### src/core/pmic_regs_pkg.sv
// constants and types shared by the power-path, interrupt and charger status register bank
// Notes on behaviour
// - ac current limit codes 100/500/1300/2500 mA, reset 11b
// - usb current limit codes 100/500/1300/1800 mA, reset 01b
// - clearing path enable bits turns inputs off
// - both sink controls high forces both sinks off
// - ac sink on: usb valid, ac below threshold
// - usb sink on: ac valid, usb below threshold
// - button mask high suppresses button interrupt
// - ac mask high suppresses ac interrupt
// - usb mask high suppresses usb interrupt
// - button change flag sets on either edge
// - ac change flag sets on apply or removal
// - usb change flag sets on apply or removal
// - bit 7 reports thermal regulation
// - bit 6 reports load-priority loop active
// - bit 5 reports battery temperature suspend
// - bit 4 reports termination current crossed
// - bit 3 reports charger actively charging
// - bit 2 reports charge timer expired
// - bit 1 reports precharge timer expired
// - bit 0 reports battery temperature fault
package pmic_regs_pkg;

	// register offsets on the serial bus
	localparam logic [7:0] POWER_PATH_CONTROL_OFS    = 8'h01;
	localparam logic [7:0] INTERRUPT_FLAGS_MASKS_OFS = 8'h02;
	localparam logic [7:0] CHARGER_STATUS_OFS        = 8'h03;

	// reset values
	localparam logic [7:0] POWER_PATH_CONTROL_RST    = 8'h3D;
	localparam logic [7:0] INTERRUPT_FLAGS_MASKS_RST = 8'h80;
	localparam logic [7:0] CHARGER_STATUS_RST        = 8'h00;

	// power_path_control fields
	localparam int unsigned AC_SINK_CTL_BIT  = 7;
	localparam int unsigned USB_SINK_CTL_BIT = 6;
	localparam int unsigned AC_PATH_ON_BIT   = 5;
	localparam int unsigned USB_PATH_ON_BIT  = 4;
	localparam int unsigned AC_ILIM_LSB      = 2;
	localparam int unsigned USB_ILIM_LSB     = 0;

	// interrupt_flags_masks fields (bits 6:4 masks, 2:0 flags, 3 reads zero)
	localparam int unsigned MASK_LSB = 4;

	// charger_status fields
	localparam int unsigned THERMAL_LIMIT_FLAG_BIT      = 7;
	localparam int unsigned LOAD_PRIORITY_LOOP_FLAG_BIT = 6;
	localparam int unsigned TEMP_SUSPEND_FLAG_BIT       = 5;
	localparam int unsigned TERM_CURRENT_FLAG_BIT       = 4;
	localparam int unsigned CHARGING_ACTIVE_FLAG_BIT    = 3;
	localparam int unsigned CHARGE_TIMEOUT_FLAG_BIT     = 2;
	localparam int unsigned PRECHARGE_TIMEOUT_FLAG_BIT  = 1;
	localparam int unsigned BATTERY_TEMP_FAULT_BIT      = 0;

	// current limit decode tables, milliamps, indexed by field code
	localparam logic [11:0] AC_ILIM_MA  [0:3] = '{12'h064, 12'h1F4, 12'h514, 12'h9C4};
	localparam logic [11:0] USB_ILIM_MA [0:3] = '{12'h064, 12'h1F4, 12'h514, 12'h708};

	// serial slave states
	typedef enum logic [3:0] {
		ST_IDLE, ST_ADDR, ST_ADDR_ACK, ST_PTR, ST_PTR_ACK,
		ST_WDATA, ST_WDATA_ACK, ST_RDATA, ST_RDATA_ACK
	} i2c_state_t;

endpackage

### src/core/pmic_link_if.sv
// bundle carried between the register bank and its two helper modules
`timescale 1ns/1ps
interface pmic_link_if;
	logic        scl;          // synchronised bus clock level
	logic        sda;          // synchronised bus data level
	logic        btn_evt;      // button input changed, one cycle
	logic        ac_evt;       // ac supply applied or removed, one cycle
	logic        usb_evt;      // usb supply applied or removed, one cycle
	logic        ac_valid;     // ac supply valid level
	logic        usb_valid;    // usb supply valid level
	logic        ac_below;     // ac voltage below detection level
	logic        usb_below;    // usb voltage below detection level
	logic [7:0]  chg_status;   // charger status levels
	logic [7:0]  path_cfg;     // power path control register
	logic        ac_path_on;   // ac input switched on
	logic        usb_path_on;  // usb input switched on
	logic        ac_sink_on;   // ac current sink enabled
	logic        usb_sink_on;  // usb current sink enabled
	logic [11:0] ac_ilim_ma;   // ac limit in mA
	logic [11:0] usb_ilim_ma;  // usb limit in mA

	modport sync (output scl, sda, btn_evt, ac_evt, usb_evt, ac_valid, usb_valid,
		ac_below, usb_below, chg_status);
	modport path (input path_cfg, ac_valid, usb_valid, ac_below, usb_below,
		output ac_path_on, usb_path_on, ac_sink_on, usb_sink_on, ac_ilim_ma, usb_ilim_ma);
	modport regs (input scl, sda, btn_evt, ac_evt, usb_evt, chg_status, ac_path_on,
		usb_path_on, ac_sink_on, usb_sink_on, ac_ilim_ma, usb_ilim_ma,
		output path_cfg);
endinterface

### src/core/input_sync.sv
// two-stage synchronisers for all pins plus change detection on supply and button levels
`timescale 1ns/1ps
module input_sync #(
	parameter int W = 15  // number of pins synchronised
) (
	input  wire logic         clk,
	input  wire logic         rst,
	input  wire logic [W-1:0] pins,
	pmic_link_if.sync         link
);
	// pins order: scl, sda, button, ac valid, usb valid, ac below, usb below, status[7:0]
	typedef struct packed {
		logic [W-1:0] s1;     // first stage, read only by s2
		logic [W-1:0] s2;     // second stage, safe to use
		logic [2:0]   prev;   // last seen button, ac, usb levels
		logic [1:0]   prime;  // counts until s2 and prev hold real pin levels
	} state_t;

	state_t s;
	state_t n;

	// events stay quiet until the chain has filled, so a supply present at reset
	// does not look like a fresh plug-in
	always_comb begin
		n       = s;
		n.s1    = pins;
		n.s2    = s.s1;
		n.prev  = s.s2[12:10];
		if (s.prime != 2'h3) begin
			n.prime = s.prime + 2'h1;
		end
	end

	// state register
	always_ff @(posedge clk or posedge rst) begin
		if (rst) begin
			s <= '0;
		end else begin
			s <= n;
		end
	end

	assign link.scl        = s.s2[14];
	assign link.sda        = s.s2[13];
	assign link.btn_evt    = (s.prime == 2'h3) & (s.s2[12] ^ s.prev[2]);
	assign link.ac_evt     = (s.prime == 2'h3) & (s.s2[11] ^ s.prev[1]);
	assign link.usb_evt    = (s.prime == 2'h3) & (s.s2[10] ^ s.prev[0]);
	assign link.ac_valid   = s.s2[11];
	assign link.usb_valid  = s.s2[10];
	assign link.ac_below   = s.s2[9];
	assign link.usb_below  = s.s2[8];
	assign link.chg_status = s.s2[7:0];
endmodule

### src/core/path_ctl.sv
// power path switches, current sink enables and current limit decode
`timescale 1ns/1ps
module path_ctl (
	input  wire logic clk,
	input  wire logic rst,
	pmic_link_if.path link
);
	typedef struct packed {
		logic        ac_on;    // ac input switched on
		logic        usb_on;   // usb input switched on
		logic        ac_sink;  // ac sink enabled
		logic        usb_sink; // usb sink enabled
		logic [11:0] ac_ma;    // ac limit
		logic [11:0] usb_ma;   // usb limit
	} state_t;

	localparam logic [7:0] CFG = pmic_regs_pkg::POWER_PATH_CONTROL_RST;
	localparam state_t RST = '{
		ac_on:    CFG[pmic_regs_pkg::AC_PATH_ON_BIT],
		usb_on:   CFG[pmic_regs_pkg::USB_PATH_ON_BIT],
		ac_sink:  1'b0,
		usb_sink: 1'b0,
		ac_ma:    pmic_regs_pkg::AC_ILIM_MA[CFG[pmic_regs_pkg::AC_ILIM_LSB +: 2]],
		usb_ma:   pmic_regs_pkg::USB_ILIM_MA[CFG[pmic_regs_pkg::USB_ILIM_LSB +: 2]]
	};

	state_t     s;
	state_t     n;
	logic       ac_ctl;        // ac sink control bit
	logic       usb_ctl;       // usb sink control bit
	logic [1:0] ac_ilim_sel;   // ac limit code
	logic [1:0] usb_ilim_sel;  // usb limit code

	assign ac_ctl       = link.path_cfg[pmic_regs_pkg::AC_SINK_CTL_BIT];
	assign usb_ctl      = link.path_cfg[pmic_regs_pkg::USB_SINK_CTL_BIT];
	assign ac_ilim_sel  = link.path_cfg[pmic_regs_pkg::AC_ILIM_LSB +: 2];
	assign usb_ilim_sel = link.path_cfg[pmic_regs_pkg::USB_ILIM_LSB +: 2];

	// a sink runs only with its own control bit low; a mixed pair therefore
	// leaves one sink automatic, which is why software must not write it
	always_comb begin
		n          = s;
		n.ac_on    = link.path_cfg[pmic_regs_pkg::AC_PATH_ON_BIT];
		n.usb_on   = link.path_cfg[pmic_regs_pkg::USB_PATH_ON_BIT];
		n.ac_ma    = pmic_regs_pkg::AC_ILIM_MA[ac_ilim_sel];
		n.usb_ma   = pmic_regs_pkg::USB_ILIM_MA[usb_ilim_sel];
		n.ac_sink  = ~ac_ctl & link.usb_valid & link.ac_below;
		n.usb_sink = ~usb_ctl & link.ac_valid & link.usb_below;
		if (ac_ctl & usb_ctl) begin
			n.ac_sink  = 1'b0;
			n.usb_sink = 1'b0;
		end
	end

	// state register
	always_ff @(posedge clk or posedge rst) begin
		if (rst) begin
			s <= RST;
		end else begin
			s <= n;
		end
	end

	assign link.ac_path_on  = s.ac_on;
	assign link.usb_path_on = s.usb_on;
	assign link.ac_sink_on  = s.ac_sink;
	assign link.usb_sink_on = s.usb_sink;
	assign link.ac_ilim_ma  = s.ac_ma;
	assign link.usb_ilim_ma = s.usb_ma;
endmodule

### src/core/power_path_regs.sv
// register bank on a two-wire serial bus: power path control, interrupts, charger status
`timescale 1ns/1ps
module power_path_regs #(
	parameter logic [6:0] DEV_ADDR = 7'h2A  // bus address, value arbitrary
) (
	input  wire logic        clk,
	input  wire logic        rst,
	input  wire logic        scl,            // bus clock from host
	input  wire logic        sda_in,         // bus data level
	output logic             sda_out,        // bus data drive value, always low
	output logic             sda_oe,         // high while pulling data low
	input  wire logic        button_input,   // push-button level
	input  wire logic        ac_valid_in,    // ac supply valid
	input  wire logic        usb_valid_in,   // usb supply valid
	input  wire logic        ac_below_in,    // ac voltage below detect level
	input  wire logic        usb_below_in,   // usb voltage below detect level
	input  wire logic [7:0]  chg_status_in,  // charger status levels
	output logic             ac_path_on,     // ac input on
	output logic             usb_path_on,    // usb input on
	output logic             ac_sink_on,     // ac current sink on
	output logic             usb_sink_on,    // usb current sink on
	output logic [11:0]      ac_ilim_ma,     // ac limit, mA
	output logic [11:0]      usb_ilim_ma,    // usb limit, mA
	output logic             irq             // interrupt to host, active high
);

	////////////////////////////////////////////////////////////////////////////////
	// helpers

	pmic_link_if link ();

	// every pin crosses two flops before use
	input_sync #(
		.W (15)
	) u_sync (
		.clk  (clk),
		.rst  (rst),
		.pins ({scl, sda_in, button_input, ac_valid_in, usb_valid_in,
			ac_below_in, usb_below_in, chg_status_in}),
		.link (link)
	);

	// path switches and sinks follow the control register
	path_ctl u_path (
		.clk  (clk),
		.rst  (rst),
		.link (link)
	);

	////////////////////////////////////////////////////////////////////////////////
	// state

	typedef struct packed {
		pmic_regs_pkg::i2c_state_t st;  // serial slave state
		logic [3:0] cnt;                // bits moved in current byte
		logic [7:0] sh;                 // shift register
		logic [7:0] ptr;                // register pointer
		logic       rw;                 // read transfer
		logic       mack;               // host acknowledged last read byte
		logic       scl_p;              // previous bus clock
		logic       sda_p;              // previous bus data
		logic       oe;                 // pulling data low
		logic       sda_lo;             // drive value, constant low
		logic [7:0] path;               // power path control
		logic [3:0] int_ctl;            // reserved bit and three masks
		logic [2:0] flags;              // button, ac, usb change flags
		logic [7:0] chg;                // charger status image
		logic       irq;                // interrupt line
	} state_t;

	localparam logic [7:0] INT_RST = pmic_regs_pkg::INTERRUPT_FLAGS_MASKS_RST;

	// bus lines idle high, so previous levels reset high to avoid a false start
	localparam state_t RST = '{
		st:      pmic_regs_pkg::ST_IDLE,
		cnt:     4'h0,
		sh:      8'h00,
		ptr:     8'h00,
		rw:      1'b0,
		mack:    1'b0,
		scl_p:   1'b1,
		sda_p:   1'b1,
		oe:      1'b0,
		sda_lo:  1'b0,
		path:    pmic_regs_pkg::POWER_PATH_CONTROL_RST,
		int_ctl: INT_RST[7:4],
		flags:   INT_RST[2:0],
		chg:     pmic_regs_pkg::CHARGER_STATUS_RST,
		irq:     1'b0
	};

	state_t s;
	state_t n;

	////////////////////////////////////////////////////////////////////////////////
	// register read view

	// unmapped offsets and the reserved flag bit read as zero
	function automatic logic [7:0] read_reg(input logic [7:0] a, input state_t v);
		logic [7:0] r;
		r = 8'h00;
		case (a)
			pmic_regs_pkg::POWER_PATH_CONTROL_OFS: begin
				r = v.path;
			end
			pmic_regs_pkg::INTERRUPT_FLAGS_MASKS_OFS: begin
				r = {v.int_ctl, 1'b0, v.flags};
			end
			pmic_regs_pkg::CHARGER_STATUS_OFS: begin
				r = v.chg;
			end
			default: begin
				r = 8'h00;
			end
		endcase
		return r;
	endfunction

	////////////////////////////////////////////////////////////////////////////////
	// next state

	always_comb begin
		logic       rise;      // bus clock rising
		logic       fall;      // bus clock falling
		logic       start;     // start or repeated start
		logic       stop;      // stop condition
		logic [7:0] rd;        // byte at pointer
		logic [2:0] clr;       // flags handed to host this cycle
		logic       load;      // fetch next read byte
		rise  = 1'b0;
		fall  = 1'b0;
		start = 1'b0;
		stop  = 1'b0;
		rd    = 8'h00;
		clr   = 3'h0;
		load  = 1'b0;
		n     = s;

		rise    = link.scl & ~s.scl_p;
		fall    = ~link.scl & s.scl_p;
		start   = link.scl & s.scl_p & s.sda_p & ~link.sda;
		stop    = link.scl & s.scl_p & ~s.sda_p & link.sda;
		rd      = read_reg(s.ptr, s);
		n.scl_p = link.scl;
		n.sda_p = link.sda;

		// charger status mirrors the synchronised charger levels
		n.chg[pmic_regs_pkg::THERMAL_LIMIT_FLAG_BIT] =
			link.chg_status[pmic_regs_pkg::THERMAL_LIMIT_FLAG_BIT];
		n.chg[pmic_regs_pkg::LOAD_PRIORITY_LOOP_FLAG_BIT] =
			link.chg_status[pmic_regs_pkg::LOAD_PRIORITY_LOOP_FLAG_BIT];
		n.chg[pmic_regs_pkg::TEMP_SUSPEND_FLAG_BIT] =
			link.chg_status[pmic_regs_pkg::TEMP_SUSPEND_FLAG_BIT];
		n.chg[pmic_regs_pkg::TERM_CURRENT_FLAG_BIT] =
			link.chg_status[pmic_regs_pkg::TERM_CURRENT_FLAG_BIT];
		n.chg[pmic_regs_pkg::CHARGING_ACTIVE_FLAG_BIT] =
			link.chg_status[pmic_regs_pkg::CHARGING_ACTIVE_FLAG_BIT];
		n.chg[pmic_regs_pkg::CHARGE_TIMEOUT_FLAG_BIT] =
			link.chg_status[pmic_regs_pkg::CHARGE_TIMEOUT_FLAG_BIT];
		n.chg[pmic_regs_pkg::PRECHARGE_TIMEOUT_FLAG_BIT] =
			link.chg_status[pmic_regs_pkg::PRECHARGE_TIMEOUT_FLAG_BIT];
		n.chg[pmic_regs_pkg::BATTERY_TEMP_FAULT_BIT] =
			link.chg_status[pmic_regs_pkg::BATTERY_TEMP_FAULT_BIT];

		if (start) begin
			// start aborts anything in flight
			n.st  = pmic_regs_pkg::ST_ADDR;
			n.cnt = 4'h0;
			n.oe  = 1'b0;
		end else if (stop) begin
			// stop releases the bus
			n.st = pmic_regs_pkg::ST_IDLE;
			n.oe = 1'b0;
		end else begin
			case (s.st)
				pmic_regs_pkg::ST_IDLE: begin
					n.oe = 1'b0;
				end
				pmic_regs_pkg::ST_ADDR: begin
					// shift address and direction in on rising clock
					if (rise) begin
						n.sh  = {s.sh[6:0], link.sda};
						n.cnt = s.cnt + 4'h1;
					end else if (fall && s.cnt == 4'h8) begin
						if (s.sh[7:1] == DEV_ADDR) begin
							n.rw = s.sh[0];
							n.oe = 1'b1;
							n.st = pmic_regs_pkg::ST_ADDR_ACK;
						end else begin
							// another device is addressed, keep off the bus
							n.st = pmic_regs_pkg::ST_IDLE;
						end
					end
				end
				pmic_regs_pkg::ST_ADDR_ACK: begin
					// end of acknowledge clock: read starts at pointer
					if (fall) begin
						n.cnt = 4'h0;
						n.oe  = 1'b0;
						if (s.rw) begin
							load = 1'b1;
						end else begin
							n.st = pmic_regs_pkg::ST_PTR;
						end
					end
				end
				pmic_regs_pkg::ST_PTR: begin
					// first written byte sets the pointer
					if (rise) begin
						n.sh  = {s.sh[6:0], link.sda};
						n.cnt = s.cnt + 4'h1;
					end else if (fall && s.cnt == 4'h8) begin
						n.ptr = s.sh;
						n.oe  = 1'b1;
						n.st  = pmic_regs_pkg::ST_PTR_ACK;
					end
				end
				pmic_regs_pkg::ST_PTR_ACK: begin
					if (fall) begin
						n.oe  = 1'b0;
						n.cnt = 4'h0;
						n.st  = pmic_regs_pkg::ST_WDATA;
					end
				end
				pmic_regs_pkg::ST_WDATA: begin
					// data bytes land at pointer, pointer steps after each
					if (rise) begin
						n.sh  = {s.sh[6:0], link.sda};
						n.cnt = s.cnt + 4'h1;
					end else if (fall && s.cnt == 4'h8) begin
						if (s.ptr == pmic_regs_pkg::POWER_PATH_CONTROL_OFS) begin
							n.path = s.sh;
						end else if (s.ptr == pmic_regs_pkg::INTERRUPT_FLAGS_MASKS_OFS) begin
							n.int_ctl = s.sh[7:pmic_regs_pkg::MASK_LSB];
						end
						n.ptr = s.ptr + 8'h01;
						n.oe  = 1'b1;
						n.st  = pmic_regs_pkg::ST_WDATA_ACK;
					end
				end
				pmic_regs_pkg::ST_WDATA_ACK: begin
					if (fall) begin
						n.oe  = 1'b0;
						n.cnt = 4'h0;
						n.st  = pmic_regs_pkg::ST_WDATA;
					end
				end
				pmic_regs_pkg::ST_RDATA: begin
					// next bit goes out on each falling clock
					if (fall) begin
						if (s.cnt == 4'h7) begin
							n.oe = 1'b0;
							n.st = pmic_regs_pkg::ST_RDATA_ACK;
						end else begin
							n.sh  = {s.sh[6:0], 1'b0};
							n.oe  = ~s.sh[6];
							n.cnt = s.cnt + 4'h1;
						end
					end
				end
				pmic_regs_pkg::ST_RDATA_ACK: begin
					// host low means more bytes wanted
					if (rise) begin
						n.mack = ~link.sda;
					end else if (fall) begin
						if (s.mack) begin
							load = 1'b1;
						end else begin
							n.st = pmic_regs_pkg::ST_IDLE;
						end
					end
				end
				default: begin
					n.st = pmic_regs_pkg::ST_IDLE;
					n.oe = 1'b0;
				end
			endcase
		end

		// fetch a byte for the host and drive its first bit at once
		if (load) begin
			n.sh  = rd;
			n.oe  = ~rd[7];
			n.cnt = 4'h0;
			n.ptr = s.ptr + 8'h01;
			n.st  = pmic_regs_pkg::ST_RDATA;
			if (s.ptr == pmic_regs_pkg::INTERRUPT_FLAGS_MASKS_OFS) begin
				// only flags actually seen by the host are cleared
				clr = rd[2:0];
			end
		end

		// a change landing in the clearing cycle survives: set wins
		n.flags = (s.flags & ~clr) | {link.btn_evt, link.ac_evt, link.usb_evt};
		n.irq   = |(n.flags & ~n.int_ctl[2:0]);
	end

	////////////////////////////////////////////////////////////////////////////////
	// state register and outputs

	always_ff @(posedge clk or posedge rst) begin
		if (rst) begin
			s <= RST;
		end else begin
			s <= n;
		end
	end

	// feed control register to the path logic
	assign link.path_cfg = s.path;

	assign sda_out     = s.sda_lo;
	assign sda_oe      = s.oe;
	assign irq         = s.irq;
	assign ac_path_on  = link.ac_path_on;
	assign usb_path_on = link.usb_path_on;
	assign ac_sink_on  = link.ac_sink_on;
	assign usb_sink_on = link.usb_sink_on;
	assign ac_ilim_ma  = link.ac_ilim_ma;
	assign usb_ilim_ma = link.usb_ilim_ma;

endmodule

### config.mk
export PLATFORM = sky130hd
export DESIGN_NAME = power_path_regs
export DESIGN_NICKNAME = d
export VERILOG_FILES = /design/src/core/pmic_regs_pkg.sv /design/src/core/pmic_link_if.sv /design/src/core/input_sync.sv /design/src/core/path_ctl.sv /design/src/core/power_path_regs.sv
export SDC_FILE = /design/constraint.sdc
export NUM_CORES = 1
export LEC_CHECK = 0
export BUFFER_PORTS_ARGS = -buffer_cell sky130_fd_sc_hd__buf_2
export CAP_MARGIN = 30
export CORE_MARGIN = 3
export CORE_UTILIZATION = 58
export CTS_CLUSTER_SIZE = 8
export DETAILED_ROUTE_END_ITERATION = 10
export HOLD_SLACK_MARGIN = 0.03
export PLACE_DENSITY_LB_ADDON = 0.05
export SKIP_LAST_GASP = 1
export SLEW_MARGIN = 5
export SYNTH_ARGS = -nofsm -noshare
export SYNTH_HDL_FRONTEND = slang
export SYNTH_HIERARCHICAL = 1
export SYNTH_SLANG_ARGS = --single-unit
### constraint.sdc
create_clock -name clk -period 5.99 [get_ports clk]
set_input_delay 1.198 -clock clk [delete_from_list [all_inputs] [get_ports clk]]
set_output_delay 1.198 -clock clk [all_outputs]
set_load 0.03 [all_outputs]
Yosys cells after proc, flatten, opt, wreduce, memory -nomap -nowiden
Index checks and enable logic that the tools add are counted.
{"block": "word_totals", "ff_bits": 116}
{"block": "classes", "n_mux": 73, "bitwise": 37, "addsub": 3, "n_eq_ne": 51, "n_reduce_logical": 19, "order_cmp": 2}
{"cell": "12-bit 2-to-1 mux", "n": 6}
{"cell": "5-bit != test (second input constant)", "n": 14}
{"cell": "8-bit 2-to-1 mux", "n": 7}
{"cell": "12-bit binary-select mux with 2-bit select", "n": 2}
{"cell": "4-bit 2-to-1 mux", "n": 12}
{"cell": "4-bit one-hot mux with 8 select lines", "n": 1}
{"cell": "8-bit one-hot mux with 2 select lines", "n": 2}
{"cell": "3-bit 2-to-1 mux", "n": 9}
{"cell": "1-bit 2-to-1 mux", "n": 24}
{"cell": "24-bit 2-to-1 mux", "n": 1}
{"cell": "8-bit one-hot mux with 3 select lines", "n": 1}
{"cell": "22-bit 2-to-1 mux", "n": 1}
{"cell": "7-bit AND reduction", "n": 3}
{"cell": "4-bit by 3-bit == test with 1-bit output (second input constant)", "n": 5}
{"cell": "4-bit != test (second input constant)", "n": 5}
{"cell": "18-bit 2-to-1 mux", "n": 1}
{"cell": "3-bit != test (second input constant)", "n": 6}
{"cell": "6-bit AND reduction", "n": 3}
{"cell": "8-bit by 2-bit == test with 1-bit output (second input constant)", "n": 2}
{"cell": "16-bit 2-to-1 mux", "n": 1}
{"cell": "4-bit one-hot mux with 4 select lines", "n": 1}
{"cell": "1-bit bitwise AND", "n": 15}
{"cell": "5-bit by 1-bit != test with 1-bit output (second input constant)", "n": 3}
{"cell": "15-bit AND reduction", "n": 1}
{"cell": "other kinds (33)", "n": 59}

Logic depth before layout (Yosys ltp)
{"block": "logic_depth", "ltp_word": 13, "ltp_mapped": 8}

Hierarchy
The synthesis kept the hierarchy.
{"module": "power_path_regs", "cells_each": 293, "area_per_inst_um2": 2979.1, "seq_area_each_um2": 1336.3, "instances": 1}
{"module": "input_sync", "cells_each": 54, "area_per_inst_um2": 1033.5, "seq_area_each_um2": 875.8, "instances": 1}
{"module": "path_ctl", "cells_each": 49, "area_per_inst_um2": 698.2, "seq_area_each_um2": 464.2, "instances": 1}

Least setup slack after synthesis
OpenSTA, ideal clock, no wires.
{"block": "synth_timing", "kind": "reg-to-reg", "startpoint": "reg s[46] (netlist bit)", "endpoint": "reg s, in the netlist irq", "n_path_buf": 1, "stages_incl_launch_ff": 9, "path_slack_ps": 3926, "required_ps": 5904, "t_arrival_ps": 1979, "path_cell_list": "dfrtp_1 > inv_1 > ha_1 > and4bb_2 > nand2_2 > or4_1 > buf_2 > mux2_4 > o221ai_2"}
{"item": "from (decl)", "line": "power_path_regs.sv:92", "rtl": "state_t s;"}
{"item": "from (signal assigned)", "line": "power_path_regs.sv:305", "rtl": "s <= n;"}

Final worst setup path
{"block": "layout_timing", "startpoint": "reg s[50] (netlist bit)", "endpoint": "reg s[39] (netlist bit)"}
{"block": "layout_via", "elab_chain_cells": 6, "elab_cells_between_ends": 21}
{"item": "4-bit == test, or another cell as far along", "line": "power_path_regs.sv:175", "rtl": "case (s.st)"}
{"item": "1-bit one-hot mux with 2 select lines / 3-bit OR reduction (equally long branches)"}
{"item": "1-bit 2-to-1 mux / 8-bit one-hot mux with 2 select lines (equally long branches)", "line": "power_path_regs.sv:170, power_path_regs.sv:175"}
{"item": "1-bit 2-to-1 mux / 22-bit 2-to-1 mux (equally long branches)", "line": "power_path_regs.sv:165, power_path_regs.sv:170"}
{"item": "3-bit != test (no line), or another cell as far along"}
{"item": "6-bit AND reduction (no line) / 24-bit 2-to-1 mux (equally long branches)"}
Parallel ways exist; a longest one is shown, timed or not. The select of a mux whose other input is x is not followed.
A chain may end at the register's enable or synchronous reset.

==> metrics.md <==
| Metric | Value |
|---|---|
| Reg area | between 2000 and 3000 um^2 |
| Cell area after synthesis | 4710 um^2 |
| Starting Density | about three fifths |
| Ys Warns | 6 |
| Multi-input logic area | 1760 um^2 |
| Proportion of layout cells with a drive suffix above 1 | 25.6% |
| Crit share post-route | 42.2% |
| CP required | 6.31 ns |
| Post-route minimum period | 2.53 ns |
| Via-to-Cell Ratio | 5.98 |
| R2R Path Start | s[50]$_DFFE_PP0P_ |
| Total Nets Final | 453 |
| Slew Limit Fails | 0 |
| CP max FO | 14 |
| Crit path arrival time | 2.84 ns |
| Layout area overhead | 7.73% |
| Cts bufs inserted | 9 |
| Ant. Diodes | 0 |
| Wire length of the first global-routing pass | 14300 um |
| Post_cts resized | 0 |
| EDFF count, synth | 0 |
| CTS tree | done |
| Post-CTS setup buffer count | 0 |
| Max Clk Rate | 0.396 GHz |
| Final setup viols | 0 |
| Clk pin slew, worst setup/hold paths | 0.12 ns |
| Initial antenna violation count | 0 |
| Routed length per instance | 17.0 um |
| Least-Margin Pin Slew | slightly above 0.8 ns |
| Clk root buf | clkbuf_8 |
| Capturing element type of the critical path | flop |
| P_leak | ~2.3 nW |
| Cells after synthesis | 396 |
| Pwr Total | 1.82 mW |
| Count of different cell masters after synthesis | 69 |
| Synth area leaders | dfrtp_1 46%, dfstp_2 11%, mux2_2 4.5% |
| Boundary pin count | 48 |
| Synth area leader | dfrtp_1 |
| Die W | 96.1 um |
| Max-Cap Viols | 0 |
| Synth top area share | 46.2% |
| Hold path startpoint | u_sync/link.chg_status[7]$_DFF_PP0_ |
| Grt ovf | 0 |
| DR vias | 3156 |
| CTS sink cnt | 106 |
| # DRC | 0 |
| Register area share after synthesis | roughly 57% |
| Routability congestion estimate | 0.896 |
| Antenna Nets Post-Route | 0 |
| Die Y | between 90 and 100 um |
| Syn avg cell area | 11.9 um^2 |
| Fill count | 624 |
| Routed WL | 8990 um |
| Iter 0 DRT Violations | 362 |
| Clk Latency, worst-skew pair | 0.38 ns |
| Hold Fails Final Rpt | 0 |
| CP Launch Type | flop |
| Outcome | completed |
| Clk buf depth | 2 |
| CTS Hold Bufs | 0 |
| Worst Clk Skew | 0.0190 ns |
| Setup_tns | 0 ns |
| Buffers on Ports | 38 |
| Hpwl dp | between 6000 and 7000 um |
| Setup CP Type | reg2reg |
| Number of global-route vias before repair | 2692 |
| Maximum VDD drop | between 200 and 250 uV |
| Total Routing Usage GR | 20.5% |
| Final hold slack | 0.347 ns |
| Yosys reg bits | 106 |
| Min-delay worst type | reg2reg |
| Relative slew slack | 43.8% |
| Router iterations before antenna repair | 5 |
| H-tree depth | 3 |
| Largest net degree at the start of global routing | 54 |
| Main synth FF type | dfrtp_1 |
| FFs w/ async S/R, synth | 100% |
| Crit path from | s[50]$_DFFE_PP0P_ |
| Core Area | 7810 um^2 |
| Die Area | 9240 um^2 |
| Row cnt | 32 |
| Cell Pwr Density | 358 nW/um^2 |
| RSZ-0062 raised after global routing | no |
layout make-up:
class	count	share of cell area, %
clock inverter	7	1.85
inverter	24	1.78
clock buffer	9	2.44
sequential	106	52.7
multi-input combinational	240	34.6
tap	102	2.51
timing repair buffer	40	4.04
final timing paths:
check	endpoint	slack, ns	depth (start not counted)
setup / recovery	s[39]$_DFFE_PP0P_	3.46	5
hold / removal	s[8]$_DFF_PP0_	0.35	0
setup reg to reg	s[39]$_DFFE_PP0P_	3.46	5
hold reg to reg	s[8]$_DFF_PP0_	0.35	0
max in group asynchronous	s[46]$_DFFE_PP0P_	4.53	3
min in group asynchronous	u_sync/n[8]$_DFF_PP0_	0.72	2
registers in the layout, indices dropped and copies added (netlist names), 5 cells and up:
register                 count
u_sync/n                    16
s                           43
link.path_cfg                8
u_path/link.ac_ilim_ma       7
u_sync/link.chg_status       8
u_path/link.usb_ilim_ma      7
u_sync/s                     5
synth_stat cells, drive strengths merged (2+ instances only):
cell     number
dfrtp        87
buf          26
inv          24
a21oi        22
mux2         21
dfstp        19
nand2        18
ha           15
o21ai        14
nor2         13
a31oi         9
nand3         9
o2bb2ai       9
nor3          8
a222oi        7
and2          7
and3b         6
clkbuf        6
nor2b         5
o221ai        5
o22ai         5
a22oi         4
nand2b        4
xor2          4
a21o          3
conb          3
nand4         3
xnor2         3
a211oi        2
a21boi        2
and4bb        2
nand3b        2
nor4          2
nor4b         2
o31ai         2
report_power, final:
| part | internal, mW | switching (mW) | leakage, nW |
|---|---|---|---|
| Sequential | 0.790 | 0.124 | 1.26 |
| Clock | 0.173 | 0.276 | 0.108 |
| Combinational | 0.194 | 0.262 | 0.894 |
routing by layer:
layer | GRT usage, % | part of all wire, % | wire [um]
met5 | 0 | 0 | 0
met4 | 4.98 | 1.0 | 92
met3 | 5.08 | 7.4 | 663
met2 | 29.0 | 46 | 4100
met1 | 31.3 | 46 | 4130
cells in the final DEF, fill, tap and decap left out, drive strengths merged, types with 4 or more instances in the layout:
cell type  instances
nand2             18
buf               40
nor2              13
inv               28
xor2               4
dfstp             19
mux2              21
o2bb2ai            9
and2               7
conb               9
a21oi             22
o22ai              5
a22oi              4
o21ai             14
nor3               8
nand2b             4
nand3              9
dfrtp             87
and3b              6
clkbuf             9
o221ai             5
nor2b              5
a222oi             7
ha                15
a31oi              9
kinds of logic (layout without fill, tap and decap cells):
logic type	after synthesis	after routing	share of synthesized area, %
buf+inv	56	80	6.35
flops	106	106	56.8
xor+xnor	7	7	1.30
mux	22	22	5.39
simple gates	88	88	11.0
fa+ha+maj	15	15	3.98
compound gates	99	99	15.0
other cells	3	9	0.239
per-stage QoR:
| step | instance area [um^2] | setup slack (ns) | std cells | util (%) |
|---|---|---|---|---|
| after floorplan | 4730 | 3.52 | 402 | - |
| final | 5070 | 3.46 | 528 | 65.0 |
| after detailed placement | 4860 | 3.54 | 512 | 62.2 |
| after CTS | 5070 | 3.50 | 528 | 65.0 |
| after global routing | 5070 | 3.25 | 528 | 65.0 |
| after global placement | 4860 | 3.60 | 512 | 62.2 |
critical path, cell delays in order, from the launching register on:
cell and delay, ns:
dfrtp_1 0.54, nor4b_1 0.58, o21a_1 0.55, o311ai_1 0.38
o2bb2ai_1 0.25, mux2_2 0.17
(Power assumes the default switching activity.)
